$ cat src/design/cca_pkg.sv
// ==========================================================================
// shared constants for the counter array module mode control
// ==========================================================================
package cca_pkg;
  // ==========================================================================
  // sizes
  // ==========================================================================
  localparam int NUM_MOD = 6;
  localparam int CNT_W = 16;
  localparam int WDOG_MOD = 5;

  // ==========================================================================
  // special function register addresses
  // ==========================================================================
  localparam logic [5:0][7:0] MODE_ADDR = {8'hDF, 8'hDE, 8'hDD, 8'hDC, 8'hDB, 8'hDA};
  localparam logic [5:0][7:0] VAL_LOW_ADDR = {8'hCE, 8'hFD, 8'hED, 8'hEB, 8'hE9, 8'hFB};
  localparam logic [5:0][7:0] VAL_HIGH_ADDR = {8'hCF, 8'hFE, 8'hEE, 8'hEC, 8'hEA, 8'hFC};
  localparam logic [7:0] CNT_LOW_ADDR = 8'hF9;
  localparam logic [7:0] CNT_HIGH_ADDR = 8'hFA;

  // ==========================================================================
  // module mode field positions
  // ==========================================================================
  localparam int WIDE_PULSE_BIT = 7;
  localparam int COMPARATOR_BIT = 6;
  localparam int RISING_CAP_BIT = 5;
  localparam int FALLING_CAP_BIT = 4;
  localparam int MATCH_FLAG_BIT = 3;
  localparam int TOGGLE_BIT = 2;
  localparam int PULSE_MODE_BIT = 1;
  localparam int FLAG_IRQ_BIT = 0;

  // ==========================================================================
  // reset values
  // ==========================================================================
  localparam logic [7:0] MODE_RESET = 8'h00;
  localparam logic [15:0] CNT_RESET = 16'h0000;
  localparam logic [15:0] VAL_RESET = 16'h0000;

  // ==========================================================================
  // cycle length select codes and their counter masks
  // ==========================================================================
  localparam logic [1:0] CYCLE_8 = 2'h0;
  localparam logic [1:0] CYCLE_9 = 2'h1;
  localparam logic [1:0] CYCLE_10 = 2'h2;
  localparam logic [15:0] MASK_8 = 16'h00FF;
  localparam logic [15:0] MASK_9 = 16'h01FF;
  localparam logic [15:0] MASK_10 = 16'h03FF;
  localparam logic [15:0] MASK_11 = 16'h07FF;
  localparam logic [15:0] MASK_16 = 16'hFFFF;
endpackage

$ cat src/design/cca_value_mem.sv
`timescale 1ns/100ps
`default_nettype none
// ==========================================================================
// capture/compare value store, one 16-bit word per module
// ==========================================================================
module cca_value_mem
  import cca_pkg::*;
(
  // clock and reset
  input wire logic mclk_i,
  input wire logic reset_n_i,
  // software byte write
  input wire logic sw_we_i,
  input wire logic [2:0] sw_idx_i,
  input wire logic sw_high_i,
  input wire logic [7:0] sw_data_i,
  // hardware word write, one per module
  input wire logic [cca_pkg::NUM_MOD-1:0] hw_we_i,
  input wire logic [cca_pkg::NUM_MOD-1:0][15:0] hw_data_i,
  // all words, straight from the storage flops
  output logic [cca_pkg::NUM_MOD-1:0][15:0] values_o
);
  import cca_pkg::*;

  typedef struct packed {
    logic [NUM_MOD-1:0][15:0] word;
  } cca_mem_t;

  cca_mem_t st;
  cca_mem_t next_st;

  // hardware writes win so a capture is never lost to a software write
  always_comb
  begin
    next_st = st;
    for (int n = 0; n < NUM_MOD; n++)
    begin
      if (hw_we_i[n])
      begin
        next_st.word[n] = hw_data_i[n];
      end
      else if (sw_we_i && sw_idx_i == 3'(n))
      begin
        if (sw_high_i)
        begin
          next_st.word[n][15:8] = sw_data_i;
        end
        else
        begin
          next_st.word[n][7:0] = sw_data_i;
        end
      end
    end
  end

  // state register
  always_ff @(posedge mclk_i)
  begin
    if (!reset_n_i)
    begin
      st.word <= {NUM_MOD{VAL_RESET}};
    end
    else
    begin
      st <= next_st;
    end
  end

  assign values_o = st.word;
endmodule
`default_nettype wire

$ cat src/design/cca_mode_ctrl.sv
`timescale 1ns/100ps
`default_nettype none
module cca_mode_ctrl
  import cca_pkg::*;
(
  // clock and reset
  input wire logic mclk_i,
  input wire logic reset_n_i,
  // special function register port
  input wire logic [7:0] sfr_addr_i,
  input wire logic sfr_wr_i,
  input wire logic sfr_rd_i,
  input wire logic [7:0] sfr_wdata_i,
  output logic [7:0] sfr_rdata_o,
  // shared controls from neighbouring registers
  input wire logic watchdog_enable_i,
  input wire logic [1:0] cycle_length_select_i,
  input wire logic count_tick_i,
  input wire logic [cca_pkg::NUM_MOD-1:0] flag_clear_i,
  // module pins
  input wire logic [cca_pkg::NUM_MOD-1:0] module_io_pin_i,
  output logic [cca_pkg::NUM_MOD-1:0] module_io_pin_o,
  // flags, requests and counter
  output logic [cca_pkg::NUM_MOD-1:0] module_event_flag_o,
  output logic [cca_pkg::NUM_MOD-1:0] module_irq_o,
  output logic [15:0] counter_o
);
  import cca_pkg::*;

  // ==========================================================================
  // state
  // ==========================================================================
  typedef struct packed {
    logic [NUM_MOD-1:0][7:0] mode;
    logic [15:0] counter;
    logic ticked;
    logic [7:0] snapshot;
    logic [7:0] rdata;
    logic [NUM_MOD-1:0] sync1;
    logic [NUM_MOD-1:0] sync2;
    logic [NUM_MOD-1:0] sync3;
    logic [NUM_MOD-1:0] level;
    logic [NUM_MOD-1:0] pin;
    logic [NUM_MOD-1:0] flag;
  } cca_state_t;

  cca_state_t st;
  cca_state_t next_st;

  logic [NUM_MOD-1:0][15:0] values;
  logic [NUM_MOD-1:0] hw_we;
  logic [NUM_MOD-1:0][15:0] hw_data;
  logic sw_we;
  logic [2:0] sw_idx;
  logic sw_high;

  // ==========================================================================
  // next state
  // ==========================================================================
  always_comb
  begin
    logic [NUM_MOD-1:0] agree;
    logic [NUM_MOD-1:0] rise;
    logic [NUM_MOD-1:0] fall;
    logic [15:0] mask;
    logic [7:0] m;
    logic active;
    logic match;
    logic low_match;
    logic capture;
    logic set_flag;
    agree = '0;
    rise = '0;
    fall = '0;
    mask = MASK_8;
    m = MODE_RESET;
    active = 1'b0;
    match = 1'b0;
    low_match = 1'b0;
    capture = 1'b0;
    set_flag = 1'b0;
    next_st = st;
    hw_we = '0;
    hw_data = '0;
    sw_we = 1'b0;
    sw_idx = 3'h0;
    sw_high = 1'b0;

    // pin synchronisers; a level counts once stages two and three agree
    next_st.sync1 = module_io_pin_i;
    next_st.sync2 = st.sync1;
    next_st.sync3 = st.sync2;
    agree = ~(st.sync2 ^ st.sync3);
    rise = agree & st.sync2 & ~st.level;
    fall = agree & ~st.sync2 & st.level;
    next_st.level = (agree & st.sync2) | (~agree & st.level);

    // shared counter; matches are judged only on the cycle after a step
    // so a counter that rests on a value does not fire repeatedly
    next_st.ticked = count_tick_i;
    if (count_tick_i)
    begin
      next_st.counter = st.counter + 16'h0001;
    end
    if (sfr_wr_i && sfr_addr_i == CNT_LOW_ADDR && !watchdog_enable_i)
    begin
      next_st.counter[7:0] = sfr_wdata_i;
    end

    // shared pulse cycle length for modules not in 16-bit mode
    case (cycle_length_select_i)
      CYCLE_8: mask = MASK_8;
      CYCLE_9: mask = MASK_9;
      CYCLE_10: mask = MASK_10;
      default: mask = MASK_11;
    endcase

    // per-module behaviour
    for (int n = 0; n < NUM_MOD; n++)
    begin
      m = st.mode[n];
      // module 5 stops its own functions while it serves the watchdog
      active = !(n == WDOG_MOD && watchdog_enable_i);
      match = active && m[COMPARATOR_BIT] && st.ticked
        && st.counter == values[n];
      low_match = active && m[COMPARATOR_BIT] && st.ticked
        && st.counter[7:0] == values[n][7:0];
      capture = active && ((m[RISING_CAP_BIT] && rise[n])
        || (m[FALLING_CAP_BIT] && fall[n]));
      set_flag = capture || (match && m[MATCH_FLAG_BIT]);
      if (capture)
      begin
        hw_we[n] = 1'b1;
        hw_data[n] = st.counter;
      end
      if (active && m[TOGGLE_BIT] && m[PULSE_MODE_BIT])
      begin
        // frequency output: toggle on low byte match, then advance the
        // low byte by the high byte to set the next half period
        if (low_match)
        begin
          next_st.pin[n] = ~st.pin[n];
          hw_we[n] = 1'b1;
          hw_data[n] = {values[n][15:8], 8'(values[n][7:0] + values[n][15:8])};
        end
      end
      else if (active && m[PULSE_MODE_BIT] && m[COMPARATOR_BIT])
      begin
        // pin high while the counted field is below the module value
        if (m[WIDE_PULSE_BIT])
        begin
          next_st.pin[n] = (st.counter & MASK_16) < (values[n] & MASK_16);
        end
        else
        begin
          next_st.pin[n] = (st.counter & mask) < (values[n] & mask);
        end
      end
      else if (match && m[TOGGLE_BIT])
      begin
        next_st.pin[n] = ~st.pin[n];
      end
      // a set in the same cycle as a clear wins, so no event is lost
      next_st.flag[n] = (st.flag[n] & ~flag_clear_i[n]) | set_flag;

      // software writes to the module registers
      if (sfr_wr_i && active)
      begin
        if (sfr_addr_i == MODE_ADDR[n])
        begin
          next_st.mode[n] = sfr_wdata_i;
        end
        else if (sfr_addr_i == VAL_LOW_ADDR[n])
        begin
          next_st.mode[n][COMPARATOR_BIT] = 1'b0;
          sw_we = 1'b1;
          sw_idx = 3'(n);
          sw_high = 1'b0;
        end
        else if (sfr_addr_i == VAL_HIGH_ADDR[n])
        begin
          next_st.mode[n][COMPARATOR_BIT] = 1'b1;
          sw_we = 1'b1;
          sw_idx = 3'(n);
          sw_high = 1'b1;
        end
      end
    end

    // register reads, answered one cycle after the strobe
    if (sfr_rd_i)
    begin
      next_st.rdata = 8'h00;
      if (sfr_addr_i == CNT_LOW_ADDR)
      begin
        next_st.rdata = st.counter[7:0];
        next_st.snapshot = st.counter[15:8];
      end
      else if (sfr_addr_i == CNT_HIGH_ADDR)
      begin
        next_st.rdata = st.snapshot;
      end
      for (int n = 0; n < NUM_MOD; n++)
      begin
        if (sfr_addr_i == MODE_ADDR[n])
        begin
          next_st.rdata = st.mode[n];
        end
        else if (sfr_addr_i == VAL_LOW_ADDR[n])
        begin
          next_st.rdata = values[n][7:0];
        end
        else if (sfr_addr_i == VAL_HIGH_ADDR[n])
        begin
          next_st.rdata = values[n][15:8];
        end
      end
    end
  end

  // ==========================================================================
  // state register
  // ==========================================================================
  always_ff @(posedge mclk_i)
  begin
    if (!reset_n_i)
    begin
      st.mode <= {NUM_MOD{MODE_RESET}};
      st.counter <= CNT_RESET;
      st.ticked <= 1'b0;
      st.snapshot <= 8'h00;
      st.rdata <= 8'h00;
      st.sync1 <= '0;
      st.sync2 <= '0;
      st.sync3 <= '0;
      st.level <= '0;
      st.pin <= '0;
      st.flag <= '0;
    end
    else
    begin
      st <= next_st;
    end
  end

  // ==========================================================================
  // value store
  // ==========================================================================
  cca_value_mem u_value_mem (
    .mclk_i(mclk_i),
    .reset_n_i(reset_n_i),
    .sw_we_i(sw_we),
    .sw_idx_i(sw_idx),
    .sw_high_i(sw_high),
    .sw_data_i(sfr_wdata_i),
    .hw_we_i(hw_we),
    .hw_data_i(hw_data),
    .values_o(values)
  );

  // ==========================================================================
  // outputs
  // ==========================================================================
  always_comb
  begin
    for (int n = 0; n < NUM_MOD; n++)
    begin
      module_irq_o[n] = st.flag[n] & st.mode[n][FLAG_IRQ_BIT];
    end
  end

  assign sfr_rdata_o = st.rdata;
  assign module_io_pin_o = st.pin;
  assign module_event_flag_o = st.flag;
  assign counter_o = st.counter;
endmodule
`default_nettype wire

$ cat config.mk
export PLATFORM = sky130hd
export DESIGN_NAME = cca_mode_ctrl
export DESIGN_NICKNAME = d
export VERILOG_FILES = /design/src/design/cca_pkg.sv /design/src/design/cca_value_mem.sv /design/src/design/cca_mode_ctrl.sv
export SDC_FILE = /design/constraint.sdc
export NUM_CORES = 1
export LEC_CHECK = 0
export ABC_AREA = 1
export BUFFER_PORTS_ARGS = -buffer_cell sky130_fd_sc_hd__buf_2
export CORE_MARGIN = 2
export CORE_UTILIZATION = 32
export DETAILED_ROUTE_END_ITERATION = 10
export GPL_TIMING_DRIVEN = 0
export PLACE_DENSITY = 0.54
export SYNTH_ARGS = -nofsm -noshare
export SYNTH_HDL_FRONTEND = slang
export SYNTH_SLANG_ARGS = --single-unit
$ cat constraint.sdc
create_clock -name mclk_i -period 6.1 [get_ports mclk_i]
set_clock_uncertainty 0.05 [all_clocks]
set_input_delay 0.915 -clock mclk_i [delete_from_list [all_inputs] [get_ports mclk_i]]
set_output_delay 0.915 -clock mclk_i [all_outputs]
set_load 0.05 [all_outputs]
==> Word level (Yosys, flattened, before mapping) <==
Cells that the tools add are included.
{ "word_totals": {"word_cells": 490, "output_inout_bits": 42, "in_bits": 36, "register_bits": 213} }
{ "classes": {"n_reduce_logical": 138, "order_cmp": 12, "bitwise": 48, "add_sub_neg": 7, "mux": 188, "n_eq_ne": 57} }
{ "op_table": {"columns": ["op", "count"], "rows": [
  ["$mux 16", 30],
  ["$lt 16x16->1", 12],
  ["$mux 8", 24],
  ["$eq 8x8->1 const B", 20],
  ["$mux 1", 117],
  ["$and 16x11->16", 7],
  ["$eq 16x16->1", 6],
  ["$logic_and 1x1->1", 67],
  ["$reduce_and 2->1", 25],
  ["$add 8x8->8", 6],
  ["$eq 8x8->1", 6],
  ["$mux 3", 16],
  ["$reduce_bool 3->1", 12],
  ["$pmux 11 s3", 1],
  ["$and 6x6->6", 5],
  ["$reduce_bool 2->1", 13],
  ["$ne 2x2->1 const B", 12],
  ["$not 6->6", 4],
  ["$ne 3x3->1 const B", 6],
  ["$reduce_and 3->1", 6],
  ["$add 16x1->16 const B", 1],
  ["$and 1x1->1", 12],
  ["$logic_or 1x1->1", 12],
  ["$not 1->1", 12],
  ["other kinds (11)", 18]
]} }

==> Longest topological paths before layout <==
{ "logic_depth": {"word_depth": 28, "ltp_mapped": 17, "mapped_depth_nobuf": 17} }

==> By module <==
Synthesis repeated with hierarchy kept, for this count alone.
{ "unflattened": {"hier_cells": 2660, "area_unflattened_um2": 17296.6} }
{ "modules_own_cells": {"columns": ["module", "instances", "area_per_inst_um2", "cells_each", "seq_area_each_um2"], "rows": [
  ["cca_mode_ctrl", 1, 12592.1, 1952, 2342.2],
  ["cca_value_mem", 1, 4704.5, 708, 1921.8]
]} }

==> Worst setup path before layout <==
OpenSTA, ideal clock, no wires.
{ "synth_timing": {"kind": "input to register", "startpoint": "input sfr_addr_i[6]", "endpoint": "register u_value_mem.st, in the netlist u_value_mem.values_o[39]", "t_required_ns": 5.930, "n_path_buf": 1, "path_stages": 11, "slack_ns": 3.590, "setup_time_ns": 0.120, "arrival_time_ns": 2.341, "cell_sequence": "nand2_2 > nor2_4 > inv_2 > nor2_4 > o311ai_4 > nand2_4 > o21ai_2 > inv_2 > buf_6 > a21oi_1 > a21oi_1"} }
{ "synth_via": {"elab_chain_len": 28, "word_cells_on_any_way": 90, "classes_between": "20 x eq/ne; 67 x mux; 3 x reduce/logical"} }
{ "synth_rtl": {"columns": ["element", "line_no", "source"], "rows": [
  ["from (decl)", "cca_mode_ctrl.sv:10", "input wire logic [7:0] sfr_addr_i,"],
  ["$eq 8x8->1", "cca_mode_ctrl.sv:180", "else if (sfr_addr_i == VAL_HIGH_ADDR[n])"],
  ["$mux 1", "cca_mode_ctrl.sv:180", null],
  ["$mux 1", "cca_mode_ctrl.sv:173", "else if (sfr_addr_i == VAL_LOW_ADDR[n])"],
  ["$mux 1", "cca_mode_ctrl.sv:169", "if (sfr_addr_i == MODE_ADDR[n])"],
  ["$mux 1", "cca_mode_ctrl.sv:167", "if (sfr_wr_i && active)"],
  ["$mux 1", "cca_mode_ctrl.sv:180", null],
  ["$mux 1", "cca_mode_ctrl.sv:173", null],
  ["$mux 1", "cca_mode_ctrl.sv:169", null],
  ["[... 12 more ...]", null, null],
  ["$mux 1", "cca_mode_ctrl.sv:167", null],
  ["$mux 1", "cca_mode_ctrl.sv:180", null],
  ["$mux 1", "cca_mode_ctrl.sv:173", null],
  ["$mux 1", "cca_mode_ctrl.sv:169", null],
  ["$mux 1", "cca_mode_ctrl.sv:167", null],
  ["$logic_and 1x1->1", "cca_value_mem.sv:42", "else if (sw_we_i && sw_idx_i == 3'(n))"],
  ["$reduce_bool 2->1 (no source line)", null, null],
  ["$reduce_and 2->1 (no source line) (*)", null, null],
  ["to (signal assigned)", "cca_value_mem.sv:65", "st <= next_st;"],
  ["to (decl)", "cca_value_mem.sv:29", "cca_mem_t st;"]
]} }
Mark *: on every way between the ends. The rest lies on a longest branch, timed or not.
A chain may end at the register's enable or synchronous reset.

==> Worst setup path in the final report <==
{ "layout_timing": {"startpoint": "register st, in the netlist counter_o[10]", "endpoint": "register st, in the netlist module_io_pin_o[4]"} }
{ "layout_via": {"elab_chain_len": 5, "word_cells_on_any_way": 11, "classes_between": "2 x order compare; 1 x eq/ne; 3 x mux; 1 x bitwise; 4 x reduce/logical"} }
{ "layout_rtl": {"columns": ["element", "line_no", "source"], "rows": [
  ["from (decl)", "cca_mode_ctrl.sv:47", "cca_state_t st;"],
  ["from (signal assigned)", "cca_mode_ctrl.sv:242", "st <= next_st;"],
  ["$and 16x11->16 or $eq 16x16->1 (tied branches)", "cca_mode_ctrl.sv:156, cca_mode_ctrl.sv:125", null],
  ["$lt 16x16->1 or $logic_and 1x1->1 (tied branches)", "cca_mode_ctrl.sv:156, cca_mode_ctrl.sv:125", null],
  ["$mux 1 or $logic_and 1x1->1 (tied branches)", "cca_mode_ctrl.sv:150, cca_mode_ctrl.sv:159", null],
  ["$mux 1 or $reduce_bool 3->1 (tied branches)", null, null],
  ["$mux 1 or $reduce_and 2->1 (tied branches)", null, null]
]} }
Parallel ways exist; a longest one is shown, timed or not.

==> out/metrics.yaml <==
ys_ff_latch: 213
cell_internal_pwr_w: 0.00263
cts.sinks: 213
leakagePower_nw: 8.00
cp_slowest_cell: "nor2_1"
max_freq_mhz: 245
grt_usage_pct: 28.2
clockRootBuffer: "clkbuf_16"
yosysUniqueCellTypes: 55
grt_overflow_total: 0
first_pass_iters: 7
wl_met2_mm: 30.0
switchingPower_w: 0.00109
nNetsFinal: 2620
dieWidth_um: 225
avgSynthCellArea_um2: 6.74
core_mm2: 0.0478
final_common_cell: "nand2_1"
initial_utilization_pct: 32.5
rsz0062_at_grt: "no"
postCtsSetupBuffers: 0
comb_power_share_pct: 12.1
violations: "capacitance limit, slew limit"
io_buffers: 72
period_needed_ns: 4.09
power_frac_seq_pct: 39.5
p_clk_share_pct: 48.4
path_clk_slew_ns: 0.06
path_cells: "inv_1 > nor2_1 > ha_1 > a21oi_1 > nand3_1 > nand3b_1 > nand2_1 > a21oi_1"
cts_buffer_depth: 3
wl_met3_mm: 7.41
crit_fanout: 13
synth_top_area_share_pct: 27.4
first_iter_violations: 1868
finalHoldViolCount: 0
die_h_um: 225
cts_tree: "built"
layout-drive-gt1-share_pct: 9.14
power_density_mw_per_mm2: 211
crit_required_ns: 6.54
syn_to_final_growth_pct: 13.5
netlist_area_mm2: 0.0156
diodes: 0
cts_buffers: 27
relSlewSlack_pct: -1.41
max-cap-violations: 1
first_global_vias: 15800
cpMostUsedCell: "a21oi_1"
cp-start-kind: "register"
async_flop_share_pct: 0
most-common-layout-cells: "423 x nand2_1, 333 x inv_1, 268 x o21ai_0, 228 x a21oi_1, 227 x nor2_1"
wl_mm: 72.3
status: "finished with violations"
grt_pass1_wl_mm: 104
postRouteAntennaNets: 0
yosys_most_used_dff: "dfxtp_1"
setup_viol: 0
worst-setup-path-type: "reg2reg"
routabilityCongestion: 0.971
via_per_inst: 5.58
grt_max_degree: 16
htreeDepth: 1
top_layer: "met5"
yosysTopAreaCell: "dfxtp_1"
drt-wirelength-per-cell_um: 23.7
slowest_delay_ns: 1.31
swShare_pct: 29.3
hp-class: "reg2reg"
ctsHoldBuffers: 0
final_core_util_pct: 36.9
num_vias: 17000
worstPathArrival_ns: 4.52
ios: 78
antenna_found_initial: 2
worstSkewPairLatency_ns: 0.58
tightestPinTransition_ns: 1.52
final.setup.tns_ns: 0
final.period_utilization_pct: 67.0
yosysWarningCount: 0
cp-end-kind: "register"
die_area_mm2: 0.0504
rows: 80
peakVddDrop_mv: 0.203
cts_resized: 0
synth_seq_area_share_pct: 27.4
synth_edf_count: 0
fill_cells: 5113
report.final.slew_viol_count: 7
place_hpwl_mm: 52.7
drc: 0
synth.area.top_cells: "dfxtp_1 27%, ha_1 14%, nand2_1 10%, o21ai_0 8.6%, inv_1 8.0%"
syn-num-nets: 2519
synthCells: 2308
wl_met1_mm: 30.1
power groups by stage:
stage / clock, W / combinational [W] / sequential (W)
floorplan: 0 / 0.000277 / 0.00148
global placement: 0 / 0.000432 / 0.00150
detailed placement: 0 / 0.000437 / 0.00150
CTS: 0.00181 / 0.000439 / 0.00147
global route: 0.00188 / 0.000491 / 0.00148
finish: 0.00180 / 0.000450 / 0.00147
cell type report:
cell class | instances | area [um^2] | area share [%]
multi-input cells | 1648 | 9460 | 53.6
flip-flops and latches | 213 | 4260 | 24.1
inverters | 351 | 1320 | 7.46
well taps | 615 | 769 | 4.36
clock buffers | 29 | 693 | 3.92
plain buffers | 96 | 517 | 2.93
repair buffers | 72 | 360 | 2.04
clock inverters | 21 | 280 | 1.59
state kept, by name (all words and copies together) (netlist names), named ones only:
signal,cells
next_st,12
counter_o,16
st,63
module_io_pin_o,6
u_value_mem.values_o,96
module_event_flag_o,6
sfr_rdata_o,8
metal layers:
metal | track usage, % | up-vias
met1 | 38.0 | 7962
li1 | - | 7906
met3 | 4.61 | 222
met4 | 16.3 | 2
met2 | 42.4 | 913
met5 | 0 | -
through the flow:
step / worst slack, ns / std cells / cell area (um^2) / hold slack, ns / total power, W
floorplan: 3.59 / 2308 / 15600 / 0.340 / 0.00176
global placement: 2.16 / 2995 / 16700 / 0.351 / 0.00193
detailed placement: 2.16 / 2995 / 16700 / 0.348 / 0.00194
CTS: 2.28 / 3045 / 17700 / 0.362 / 0.00373
global route: 2.21 / 3045 / 17700 / 0.387 / 0.00384
finish: 2.01 / 3045 / 17700 / 0.364 / 0.00373
Yosys cell counts, types with 20 or more instances:
library cell	number
inv_1	333
nand3_1	73
a21oi_1	228
dfxtp_1	213
nor3_1	25
nor2_1	227
o21ai_0	268
clkbuf_1	49
o221ai_1	20
nand4_1	25
ha_1	169
buf_4	36
nand2_1	423
cells by family (layout without fill, tap and decap cells):
| kind of cell | after synthesis | in the layout | synth area share, % |
|---|---|---|---|
| flip-flops | 213 | 213 | 27.4 |
| buffers and inverters | 447 | 569 | 11.8 |
| adder cells (fa/ha/maj) | 175 | 175 | 14.4 |
| AO/OA/AOI/OAI | 631 | 631 | 23.1 |
| AND/OR/NAND/NOR | 821 | 821 | 22.2 |
| XOR/XNOR | 21 | 21 | 1.18 |
path summary, 6_finish.rpt:
check | start | endpoint | slack [ns] | cells after the start
max | counter_o[10] | module_io_pin_o[4] | 2.01 | 8
min | next_st[26] | next_st[20] | 0.36 | 2
max reg2reg | counter_o[10] | module_io_pin_o[4] | 2.01 | 8
min reg2reg | next_st[26] | next_st[20] | 0.36 | 2
critical path, delay by kind of cell (launching register included):
family	cells	cell delay [ns]
buffers and inverters	1	0.65
DFF	1	0.95
adders and majority gates	1	0.43
AOI/OAI and AO/OA	2	0.30
and+or+nand+nor	4	1.60
Note: power is estimated with default switching activity, not from simulation.
